File: config.mk
export PLATFORM = sky130hd
export DESIGN_NAME = siap_packer
export DESIGN_NICKNAME = d
export VERILOG_FILES = /design/src/core/siap_pkg.sv /design/src/core/siap_packer.sv
export SDC_FILE = /design/constraint.sdc
export NUM_CORES = 1
export LEC_CHECK = 0
export BUFFER_PORTS_ARGS = -buffer_cell sky130_fd_sc_hd__buf_2
export CAP_MARGIN = 20
export CORE_MARGIN = 1.5
export CORE_UTILIZATION = 24
export CTS_CLUSTER_SIZE = 10
export DETAILED_ROUTE_END_ITERATION = 8
export GPL_TIMING_DRIVEN = 0
export PLACE_DENSITY = 0.45
export SYNTH_ARGS = -nofsm -noshare
export SYNTH_HDL_FRONTEND = slang
export SYNTH_SLANG_ARGS = --single-unit
File: constraint.sdc
create_clock -name i_clk -period 6.48 [get_ports i_clk]
set_clock_uncertainty 0.1 [all_clocks]
set_input_delay 1.296 -clock i_clk [delete_from_list [all_inputs] [get_ports i_clk]]
set_output_delay 1.296 -clock i_clk [all_outputs]
set_load 0.05 [all_outputs]
File: src/core/siap_pkg.sv
// constants and state type of the safety input assembly packer
package siap_pkg;

    // ------------------------------------------------------------
    // terminal counts and image sizes
    // ------------------------------------------------------------
    localparam int unsigned N_IN       = 12;
    localparam int unsigned N_TO       = 12;
    localparam int unsigned N_OUT      = 4;
    localparam int unsigned N_LAMP     = 2;
    localparam int unsigned WORD_W     = 16;
    localparam int unsigned MISC_W     = 8;
    localparam int unsigned COMB_BYTES = 3;
    localparam int unsigned VEND_BYTES = 13;
    localparam int unsigned COMB_W     = 8 * COMB_BYTES;
    localparam int unsigned VEND_W     = 8 * VEND_BYTES;
    localparam int unsigned VEND_WORDS = 7;

    // ------------------------------------------------------------
    // byte offsets inside the images, and the combined input health bit
    // ------------------------------------------------------------
    localparam int unsigned COMB_OFS_IN   = 0;
    localparam int unsigned COMB_OFS_OUTH = 2;
    localparam int unsigned COMB_CIS_BIT  = 15;
    localparam int unsigned VEND_OFS_IN   = 0;
    localparam int unsigned VEND_OFS_INH  = 2;
    localparam int unsigned VEND_OFS_TO   = 4;
    localparam int unsigned VEND_OFS_TOH  = 6;
    localparam int unsigned VEND_OFS_MON  = 8;
    localparam int unsigned VEND_OFS_OUTH = 10;
    localparam int unsigned VEND_OFS_MISC = 12;

    // ------------------------------------------------------------
    // bit positions in the miscellaneous byte
    // ------------------------------------------------------------
    localparam int unsigned MISC_OUT_SUP  = 0;
    localparam int unsigned MISC_UNIT_SUP = 1;
    localparam int unsigned MISC_COS      = 2;
    localparam int unsigned MISC_CIS      = 3;
    localparam int unsigned MISC_LAMP3    = 4;
    localparam int unsigned MISC_LAMP7    = 5;
    localparam int unsigned MISC_OUT_OC   = 6;
    localparam int unsigned MISC_UNIT_OC  = 7;

    // ------------------------------------------------------------
    // register map and event bits
    // ------------------------------------------------------------
    localparam logic [7:0] REG_CTRL      = 8'h00;
    localparam logic [7:0] REG_STATUS    = 8'h04;
    localparam logic [7:0] REG_MASK      = 8'h08;
    localparam logic [7:0] REG_COMB_LO   = 8'h10;
    localparam logic [7:0] REG_COMB_HI   = 8'h14;
    localparam logic [7:0] REG_VEND_BASE = 8'h20;
    localparam int unsigned CTRL_FREEZE  = 0;
    localparam int unsigned EV_INPUT     = 0;
    localparam int unsigned EV_OUTPUT    = 1;
    localparam int unsigned EV_TEST      = 2;
    localparam int unsigned EV_SUPPLY    = 3;
    localparam int unsigned EV_OVERCUR   = 4;
    localparam int unsigned EV_W         = 5;
    localparam logic [EV_W-1:0] MASK_RST = 5'h00;

    typedef struct packed {
        logic [COMB_W-1:0] comb;
        logic [VEND_W-1:0] vend;
        logic              freeze;
        logic [EV_W-1:0]   status;
        logic [EV_W-1:0]   mask;
        logic [31:0]       rdata;
        logic              irq;
    } siap_state_s;

endpackage

File: src/core/siap_packer.sv
// packer of the live terminal state into the combined and vendor input images
//
// Behaviour
// [RQ1] combined word 00: input values bits 0-11, input health bit 15
// [RQ2] combined byte 02: bits 0-3 per-output health, one means healthy
// [RQ3] vendor image: seven words at offsets 00 to 12, bits 12-15 zero
// [RQ4] each input value bit is one while its terminal is on
// [RQ5] each input health bit is zero while its terminal has an error
// [RQ6] combined input health zero if any input errs; combined bit 15, misc bit 3
// [RQ7] combined output health zero if any output errs; misc bit 2
// [RQ8] test output value word bits 0-11 show test outputs on
// [RQ9] test output health word bits 0-11 zero on test output error
// [RQ10] output monitoring word bits 0-3 show observed output state
// [RQ11] lamp flags for test outputs 3 and 7 at misc bits 4 and 5
// [RQ12] misc bit 0 zero while output supply is abnormal or off
// [RQ13] misc bit 1 zero while unit supply is abnormal or off
// [RQ14] misc bit 6 zero while output supply overcurrent is detected
// [RQ15] misc bit 7 zero while unit supply overcurrent is detected
// [RQ16] an unused input reports value zero and health one
// [RQ17] every unused image bit reads zero
//
// The address-and-strobe port and the register offsets were chosen for this implementation.
module siap_packer (
    input  wire logic                          i_clk,
    input  wire logic                          i_reset,
    input  wire logic                          i_ce,
    input  wire logic [siap_pkg::N_IN-1:0]     i_input_on,
    input  wire logic [siap_pkg::N_IN-1:0]     i_input_err,
    input  wire logic [siap_pkg::N_IN-1:0]     i_input_used,
    input  wire logic [siap_pkg::N_TO-1:0]     i_test_output_on,
    input  wire logic [siap_pkg::N_TO-1:0]     i_test_output_err,
    input  wire logic [siap_pkg::N_OUT-1:0]    i_output_mon,
    input  wire logic [siap_pkg::N_OUT-1:0]    i_output_err,
    input  wire logic [siap_pkg::N_LAMP-1:0]   i_lamp_ok,
    input  wire logic                          i_output_supply_ok,
    input  wire logic                          i_unit_supply_ok,
    input  wire logic                          i_output_supply_oc,
    input  wire logic                          i_unit_supply_oc,
    input  wire logic [7:0]                    i_addr,
    input  wire logic [31:0]                   i_wdata,
    input  wire logic                          i_wr,
    input  wire logic                          i_rd,
    output logic      [31:0]                   o_rdata,
    output logic                               o_irq,
    output logic      [siap_pkg::COMB_W-1:0]   o_comb_image,
    output logic      [siap_pkg::VEND_W-1:0]   o_vendor_image
);

    // ------------------------------------------------------------
    // state
    // ------------------------------------------------------------
    siap_pkg::siap_state_s q_ff;
    siap_pkg::siap_state_s nxt_q;

    logic [siap_pkg::N_IN-1:0]    in_val;
    logic [siap_pkg::N_IN-1:0]    in_ok;
    logic [siap_pkg::N_OUT-1:0]   out_ok;
    logic                         combined_input_health;
    logic                         combined_output_health;
    logic [siap_pkg::MISC_W-1:0]  misc;
    logic [siap_pkg::EV_W-1:0]    events;
    logic [siap_pkg::COMB_W-1:0]  comb_img;
    logic [siap_pkg::VEND_W-1:0]  vend_img;
    logic [siap_pkg::VEND_WORDS*siap_pkg::WORD_W-1:0] vend_pad;

    // ------------------------------------------------------------
    // per-terminal flags
    // ------------------------------------------------------------
    // unused inputs forced to value 0 and health 1
    assign in_val = i_input_on & i_input_used;    // RQ4 RQ16
    assign in_ok  = ~(i_input_err & i_input_used); // RQ5 RQ16
    assign out_ok = ~i_output_err;
    assign combined_input_health    = &in_ok;                        // RQ6
    assign combined_output_health    = &out_ok;                       // RQ7

    // miscellaneous diagnostic byte
    always_comb begin
        misc = '0;
        misc[siap_pkg::MISC_OUT_SUP]  = i_output_supply_ok;  // RQ12
        misc[siap_pkg::MISC_UNIT_SUP] = i_unit_supply_ok;    // RQ13
        misc[siap_pkg::MISC_COS]      = combined_output_health;                 // RQ7
        misc[siap_pkg::MISC_CIS]      = combined_input_health;                 // RQ6
        misc[siap_pkg::MISC_LAMP3]    = i_lamp_ok[0];        // RQ11
        misc[siap_pkg::MISC_LAMP7]    = i_lamp_ok[1];        // RQ11
        misc[siap_pkg::MISC_OUT_OC]   = ~i_output_supply_oc; // RQ14
        misc[siap_pkg::MISC_UNIT_OC]  = ~i_unit_supply_oc;   // RQ15
    end

    // ------------------------------------------------------------
    // image assembly
    // ------------------------------------------------------------
    // combined image, unused bits stay zero
    always_comb begin
        comb_img = '0; // RQ17
        comb_img[8*siap_pkg::COMB_OFS_IN +: siap_pkg::N_IN] = in_val; // RQ1
        comb_img[8*siap_pkg::COMB_OFS_IN + siap_pkg::COMB_CIS_BIT] = combined_input_health; // RQ1 RQ6
        comb_img[8*siap_pkg::COMB_OFS_OUTH +: siap_pkg::N_OUT] = out_ok; // RQ2
    end

    // vendor image, upper four bits of each word stay zero
    always_comb begin
        vend_img = '0; // RQ17
        vend_img[8*siap_pkg::VEND_OFS_IN +: siap_pkg::N_IN] = in_val; // RQ3
        vend_img[8*siap_pkg::VEND_OFS_INH +: siap_pkg::N_IN] = in_ok; // RQ3
        vend_img[8*siap_pkg::VEND_OFS_TO +: siap_pkg::N_TO] = i_test_output_on; // RQ8
        vend_img[8*siap_pkg::VEND_OFS_TOH +: siap_pkg::N_TO] = ~i_test_output_err; // RQ9
        vend_img[8*siap_pkg::VEND_OFS_MON +: siap_pkg::N_OUT] = i_output_mon; // RQ10
        vend_img[8*siap_pkg::VEND_OFS_OUTH +: siap_pkg::N_OUT] = out_ok; // RQ3
        vend_img[8*siap_pkg::VEND_OFS_MISC +: siap_pkg::MISC_W] = misc; // RQ3
    end

    // last word is one byte, padded for word reads
    assign vend_pad = {{(siap_pkg::VEND_WORDS*siap_pkg::WORD_W-siap_pkg::VEND_W){1'b0}}, q_ff.vend};

    // ------------------------------------------------------------
    // fault events
    // ------------------------------------------------------------
    // level events, re-set every cycle the fault stands
    always_comb begin
        events = '0;
        events[siap_pkg::EV_INPUT]   = ~combined_input_health;
        events[siap_pkg::EV_OUTPUT]  = ~combined_output_health;
        events[siap_pkg::EV_TEST]    = (|i_test_output_err) | ~(&i_lamp_ok);
        events[siap_pkg::EV_SUPPLY]  = ~i_output_supply_ok | ~i_unit_supply_ok;
        events[siap_pkg::EV_OVERCUR] = i_output_supply_oc | i_unit_supply_oc;
    end

    // ------------------------------------------------------------
    // next state
    // ------------------------------------------------------------
    always_comb begin
        nxt_q = q_ff;
        nxt_q.rdata = '0;
        // image refresh unless software froze it
        if (!q_ff.freeze) begin
            nxt_q.comb = comb_img;
            nxt_q.vend = vend_img;
        end
        // register writes
        if (i_wr) begin
            if (i_addr == siap_pkg::REG_CTRL) begin
                nxt_q.freeze = i_wdata[siap_pkg::CTRL_FREEZE];
            end else if (i_addr == siap_pkg::REG_STATUS) begin
                nxt_q.status = q_ff.status & ~i_wdata[siap_pkg::EV_W-1:0];
            end else if (i_addr == siap_pkg::REG_MASK) begin
                nxt_q.mask = i_wdata[siap_pkg::EV_W-1:0];
            end
        end
        // set wins over a write-one clear
        nxt_q.status = nxt_q.status | events;
        // register reads, data in the next cycle only
        if (i_rd) begin
            if (i_addr == siap_pkg::REG_CTRL) begin
                nxt_q.rdata = {31'h00000000, q_ff.freeze};
            end else if (i_addr == siap_pkg::REG_STATUS) begin
                nxt_q.rdata = {27'h0000000, q_ff.status};
            end else if (i_addr == siap_pkg::REG_MASK) begin
                nxt_q.rdata = {27'h0000000, q_ff.mask};
            end else if (i_addr == siap_pkg::REG_COMB_LO) begin
                nxt_q.rdata = {16'h0000, q_ff.comb[0 +: siap_pkg::WORD_W]};
            end else if (i_addr == siap_pkg::REG_COMB_HI) begin
                nxt_q.rdata = {24'h000000, q_ff.comb[siap_pkg::WORD_W +: 8]};
            end else begin
                for (int k = 0; k < siap_pkg::VEND_WORDS; k++) begin
                    if (i_addr == siap_pkg::REG_VEND_BASE + 8'(4 * k)) begin
                        nxt_q.rdata = {16'h0000, vend_pad[k*siap_pkg::WORD_W +: siap_pkg::WORD_W]};
                    end
                end
            end
        end
        // level interrupt from unmasked sticky bits
        nxt_q.irq = |(nxt_q.status & nxt_q.mask);
    end

    // ------------------------------------------------------------
    // state register
    // ------------------------------------------------------------
    always_ff @(posedge i_clk or posedge i_reset) begin
        if (i_reset) begin
            q_ff.comb   <= '0;
            q_ff.vend   <= '0;
            q_ff.freeze <= 1'b0;
            q_ff.status <= '0;
            q_ff.mask   <= siap_pkg::MASK_RST;
            q_ff.rdata  <= '0;
            q_ff.irq    <= 1'b0;
        end else if (i_ce) begin
            q_ff <= nxt_q;
        end
    end

    // outputs straight from the state register
    assign o_rdata        = q_ff.rdata;
    assign o_irq          = q_ff.irq;
    assign o_comb_image   = q_ff.comb;
    assign o_vendor_image = q_ff.vend;

    logic upd;
    assign upd = i_ce && !q_ff.freeze;
endmodule

# Yosys cells after proc, flatten, opt, wreduce, memory -nomap -nowiden
# Index checks and enable logic that the tools add are counted.
word_totals:
  regBits: 125
  in_bits: 119
  elab_cells: 64
classes:
  n_eq_ne: 11
  mux: 18
  bitwise: 20
  reduce_logical: 8
op_table:
  columns: ["cell", "n"]
  rows:
  - ["$mux 32", 12]
  - ["$eq 8x6->1 const B", 7]
  - ["$and 12x12->12", 2]
  - ["$not 12->12", 2]
  - ["$mux 10", 2]
  - ["$eq 8x5->1 const B", 2]
  - ["$mux 5", 3]
  - ["$mux 12", 1]
  - ["$reduce_and 12->1", 1]
  - ["$reduce_or 12->1", 1]
  - ["$and 5x5->5", 2]
  - ["$eq 8x3->1 const B", 1]
  - ["$eq 8x4->1 const B", 1]
  - ["$logic_not 8->1", 1]
  - ["$not 1->1", 8]
  - ["$not 5->5", 1]
  - ["$or 5x5->5", 1]
  - ["$reduce_or 5->1", 1]
  - ["$not 4->4", 1]
  - ["$reduce_and 2->1", 2]
  - ["$reduce_and 4->1", 1]
  - ["$or 1x1->1", 3]
  - ["$reduce_and 3->1", 1]

# Longest topological paths before layout
depth:
  depth_word: 14
  depth_mapped: 8
  depth_no_buf: 6

# Least setup slack after synthesis
# OpenSTA, ideal clock, no wires.
synth_timing:
  path_type: "input -> register"
  startpoint: "in i_addr[4]"
  endpoint: "reg q_ff, in the netlist o_irq"
  arrival_time_ns: 2.767
  t_required_ns: 6.254
  path_slack_ns: 3.487
  path_stages: 7
  n_path_buf: 1
  path_cell_list: "buf_6 -> nor4_4 -> nand4_1 -> a2111oi_2 -> a21o_1 -> o21ai_1 -> o32a_1"
synth_between:
  elab_chain_cells: 7
  word_cells_on_any_way: 11
  cone_classes: "eq/ne: 2; mux: 5; bitwise: 2; reduce/logical: 2"
synth_lines:
  columns: ["element", "line_no", "rtl"]
  rows:
  - ["start: declaration", "siap_packer.sv:39", "input wire logic [7:0] i_addr,"]
  - ["$eq 8x3->1 / $eq 8x4->1 (equally long branches)", "siap_packer.sv:143, siap_packer.sv:145", null]
  - ["$mux 5 (on tied branches)", "siap_packer.sv:143, siap_packer.sv:145", null]
  - ["$mux 10 *", "siap_packer.sv:141", "if (i_addr == siap_pkg::REG_CTRL) begin"]
  - ["$mux 10 *", "siap_packer.sv:140", "if (i_wr) begin"]
  - ["$or 5x5->5 / $mux 10 (equally long branches)", "siap_packer.sv:150, siap_packer.sv:140", null]
  - ["$and 5x5->5 *", "siap_packer.sv:172", "nxt_q.irq = |(nxt_q.status & nxt_q.mask);"]
  - ["$reduce_or 5->1 *", "siap_packer.sv:172", null]
  - ["end signal: assignment", "siap_packer.sv:188", "q_ff <= nxt_q;"]
  - ["end: declaration", "siap_packer.sv:52", "siap_pkg::siap_state_s q_ff;"]
# Mark *: on every way between the ends. The rest lies on a longest branch, timed or not.
# A chain may end at the register's enable or synchronous reset.

# Worst setup path after layout
layout_timing:
  startpoint: "in i_ce"
  endpoint: "reg q_ff, in the netlist o_vendor_image[21]"
layout_between:
  elab_chain_cells: 1
layout_lines:
  columns: ["element", "line_no", "rtl"]
  rows:
  - ["start: declaration", "siap_packer.sv:26", "input wire logic i_ce,"]
  - ["$reduce_and 2->1 (no source line)", null, null]
# Every way passes these cells.

==> results.md <==
- Dividing the final minimum period by the clock period gives 49.4%.
- In this run the core area contains 56 standard-cell rows.
- The final HPWL from detailed placement is 16900 um.
- IR analysis of the VDD net gives a maximum drop of 105 uV.
- The number of buffers on the longest clock path is 2.
- The number of clock buffers added by TritonCTS is 9.
- The count of mapped cells out of synthesis is 637.
- Setup repair after global routing left no endpoint under its margin.
- The post-synthesis instance area is 0.00566 mm^2.
- Summing the sequential cell areas from Yosys gives 39.4% of the chip area.
- The number of nets at the end of the flow is 1017.
- The final hold violation count is 0.
- The signed area change from the synthesized netlist to the final layout is 33.7%.
- The type of destination of the critical path is a flip-flop.
- The number of nets still failing antenna checks after routing is 0.
- The power density over the cells is 228 mW/mm^2.
- The average wire length per cell after detail routing is 16.9 um.
- The clock tree synthesis step divided the H-tree into 3 levels.
- The final wirelength is 20700 um.
- The area of the die is 0.0245 mm^2.
- The TritonCTS clock tree is done.
- After filler insertion, the fill cell instance count of the layout stands at 2551.
- The number of unique standard cell types used by synthesis is just under 50.
- At the later pin of the worst-skew pair, clock insertion delay measures 350 ps.
- Entering global routing, the biggest net connects 63 pins.
- Counting cells, the worst reg-to-reg path comes to 4.
- The initial antenna violation count is 2.
- Averaged over all synthesized cells, the footprint is ~8.9 um^2.
- The tree built by TritonCTS fans out to 89 sinks.
- The wire length on met1 is 9550 um.
- The number of register bits inferred by synthesis is 89.
- The run finished with clean final reports.
- Across every metal layer, demand over resource in global routing totals 17.1%.
- The static leakage is 3.94 nW.
- The core area is 0.0233 mm^2.
- For this run, design rule violations remaining after detail routing come to 0.
- The sum of met3 wire segment lengths after detailed routing is roughly 1300 um.
- The detailed router finished its first iteration with 294 violations.
- Using the TritonRoute via totals, the vias-per-cell ratio works out to 4.16.
- The die is 157 um wide.
- The hold path startpoint is o_rdata[2].
- The highest layer used for signal routing is met4.
- The number of detailed-route iterations in the first pass is 4.
- The count of pins over their slew limit is 0.
- The tree is rooted in a sky130_fd_sc_hd__clkbuf_16.
- The worst-path maximum fanout is 10.
- The setup slack of the most critical reg-to-reg path is 4380 ps.
- The total length of routed met2 wires is 9580 um.
- For this run, the number of Yosys warnings is 0.
- STA classifies the critical path startpoint as an input pin.
- In this run the critical register-to-register path is launched from q_ff[43].
- Setup total negative slack on the finished layout was measured at 0 ps.
- The number of global-route vias before repair was around 5000.
- The destination of the worst register-to-register timing path is o_vendor_image[21].
- Based on the critical path, the design can be clocked at up to 312 MHz.
- The first-pass GRT wire length is 30500 um.
- The effective utilization at floorplan is 24.3%.
- The worst slew slack as a fraction of its limit is 35.9%.
- The worst setup slack after placement is around 2800 ps.
- The worst hold path belongs to the class reg -> reg.
- For hold timing, the worst endpoint is o_rdata[2].
- The required time of the worst setup path is 6650 ps.
- The depth of the worst hold-timing path is 1.
- Hold repair after CTS inserted 0 buffers.
- The total number of vias is 5086.
- The final critical delay including setup and external delays is 3200 ps.
- At the worst endpoint, the arrival time is 3370 ps.
- The final worst slack is around 3300 ps.
- The setup-violating endpoint count in the final report is 0.
- Clock-pin slew was measured on the worst setup and hold paths at about 70 ps.
- The congestion estimate from routability-driven global placement came to 0.879.
- The worst-margin pin slew is 959 ps.
- Cells with a size suffix above 1 make up 43.6% of the layout.
- Once the clock tree was built, the setup fixing pass inserted 0 buffers.
- The number of gates resized after CTS was 0.
- Input and output buffers added on the ports amount to approximately 180.
- The setup path with the least slack is of type in -> reg.
- During I/O placement, the number of pins put on the boundary was between 200 and 300.
- The utilization of the core after routing is 32.4%.
- The die is 157 um tall.
- Max-cap violations in this run came to 0.
- The total global routing overflow is 0.
==> power by group <==
part / switching [mW] / total [mW] / internal [mW] / leakage (nW)
sequential: 0.0506 / 0.643 / 0.592 / 1.08
clock: 0.238 / 0.533 / 0.295 / 0.142
combinational: 0.373 / 0.546 / 0.173 / 2.71
total: 0.662 / 1.72 / 1.06 / 3.94
==> Yosys cell counts, drive strengths merged <==
library cell	count	area, um^2
a2111o	1	11.3
a2111oi	1	15.0
a21o	1	7.51
a21oi	24	120
a221o	3	30.0
a221oi	3	26.3
a22o	6	52.6
a22oi	7	52.6
a2bb2oi	2	17.5
a31oi	16	100
a32o	4	40.0
a32oi	2	17.5
and2	1	6.26
and3	3	18.8
and4	2	17.5
buf	167	1240
clkbuf	22	82.6
conb	1	3.75
dfrtp	89	2230
inv	10	37.5
mux2	6	67.6
mux2i	5	50.1
mux4	11	248
nand2	120	450
nand2b	2	12.5
nand3	10	50.1
nand4	5	31.3
nor2	36	135
nor3b	1	7.51
nor4	3	33.8
nor4b	4	56.3
o211ai	1	7.51
o21a	4	30.0
o21ai	48	240
o22ai	5	31.3
o31ai	1	7.51
o32a	1	10.0
or2	2	12.5
or3	4	25.0
or3b	1	8.76
or4	2	15.0
==> final cells by class <==
type | instances | area, um^2 | area share (%)
Tap cell | 319 | 399 | 5.28
Clock inverter | 4 | 32.5 | 0.430
Timing Repair Buffer | 185 | 948 | 12.5
Multi-Input combinational cell | 414 | 2320 | 30.6
Antenna cell | 2 | 5.00 | 0.0662
Sequential cell | 89 | 2230 | 29.4
Clock buffer | 12 | 267 | 3.52
Buffer | 189 | 1330 | 17.6
Inverter | 10 | 40.0 | 0.529
==> state kept, by name (all words and copies together) (netlist names) <==
name and cells:
o_irq 1, o_vendor_image 64, o_rdata 13, q_ff 11
==> per-stage QoR <==
stage	cell area (um^2)	total power [mW]	cells	hold WS, ps
after floorplan	5900	1.06	702	361
after global placement	7220	1.20	1205	389
after detailed placement	7260	1.20	1206	392
after CTS	7560	1.74	1222	406
after global routing	7560	1.79	1223	428
final	7560	1.72	1224	402
==> worst max-delay path by stage <==
stage / start / endpoint / slack, ps / cells after the start
2_1_floorplan: i_reset / o_irq / 2780 / 1
3_3_place_gp: i_reset / q_ff[36] / 1380 / 2
3_5_place_dp: i_ce / o_vendor_image[23] / 2840 / 5
4_1_cts: i_ce / o_vendor_image[21] / 3210 / 5
5_1_grt: i_ce / o_vendor_image[64] / 3090 / 6
6_report: i_ce / o_vendor_image[21] / 3280 / 6
==> cell families after synthesis <==
kind of cell / Yosys count / share of synthesized area, %
buffers and inverters: 199 / 24.1
AO/OA/AOI/OAI: 130 / 14.4
other: 1 / 0.0663
AND/OR/NAND/NOR: 196 / 15.6
flip-flops: 89 / 39.4
multiplexers: 22 / 6.46
==> layout by cell type (no fill, tap or decap), drive strengths merged, types with 5 or more instances in the layout <==
master    n
a21oi    24
a22o      6
a22oi     7
a31oi    16
buf     352
clkbuf   34
conb     66
dfrtp    89
inv      12
mux2      6
mux2i     5
mux4     11
nand2   120
nand3    10
nand4     5
nor2     36
o21ai    48
o22ai     5
==> metal layers <==
layer / vias up / global-route usage [%]
li1: 2499 / -
met4: 0 / 5.31
met2: 185 / 27.5
met3: 20 / 2.88
met5: - / 0
met1: 2382 / 23.3
==> worst max-delay path, cell delays in order <==
cell                       delay [ps]
sky130_fd_sc_hd__clkbuf_1         330
sky130_fd_sc_hd__inv_2            190
sky130_fd_sc_hd__nor2_1           770
sky130_fd_sc_hd__clkbuf_1         510
sky130_fd_sc_hd__nor2_1            80
sky130_fd_sc_hd__a31oi_1          180
(Power assumes the default switching activity.)
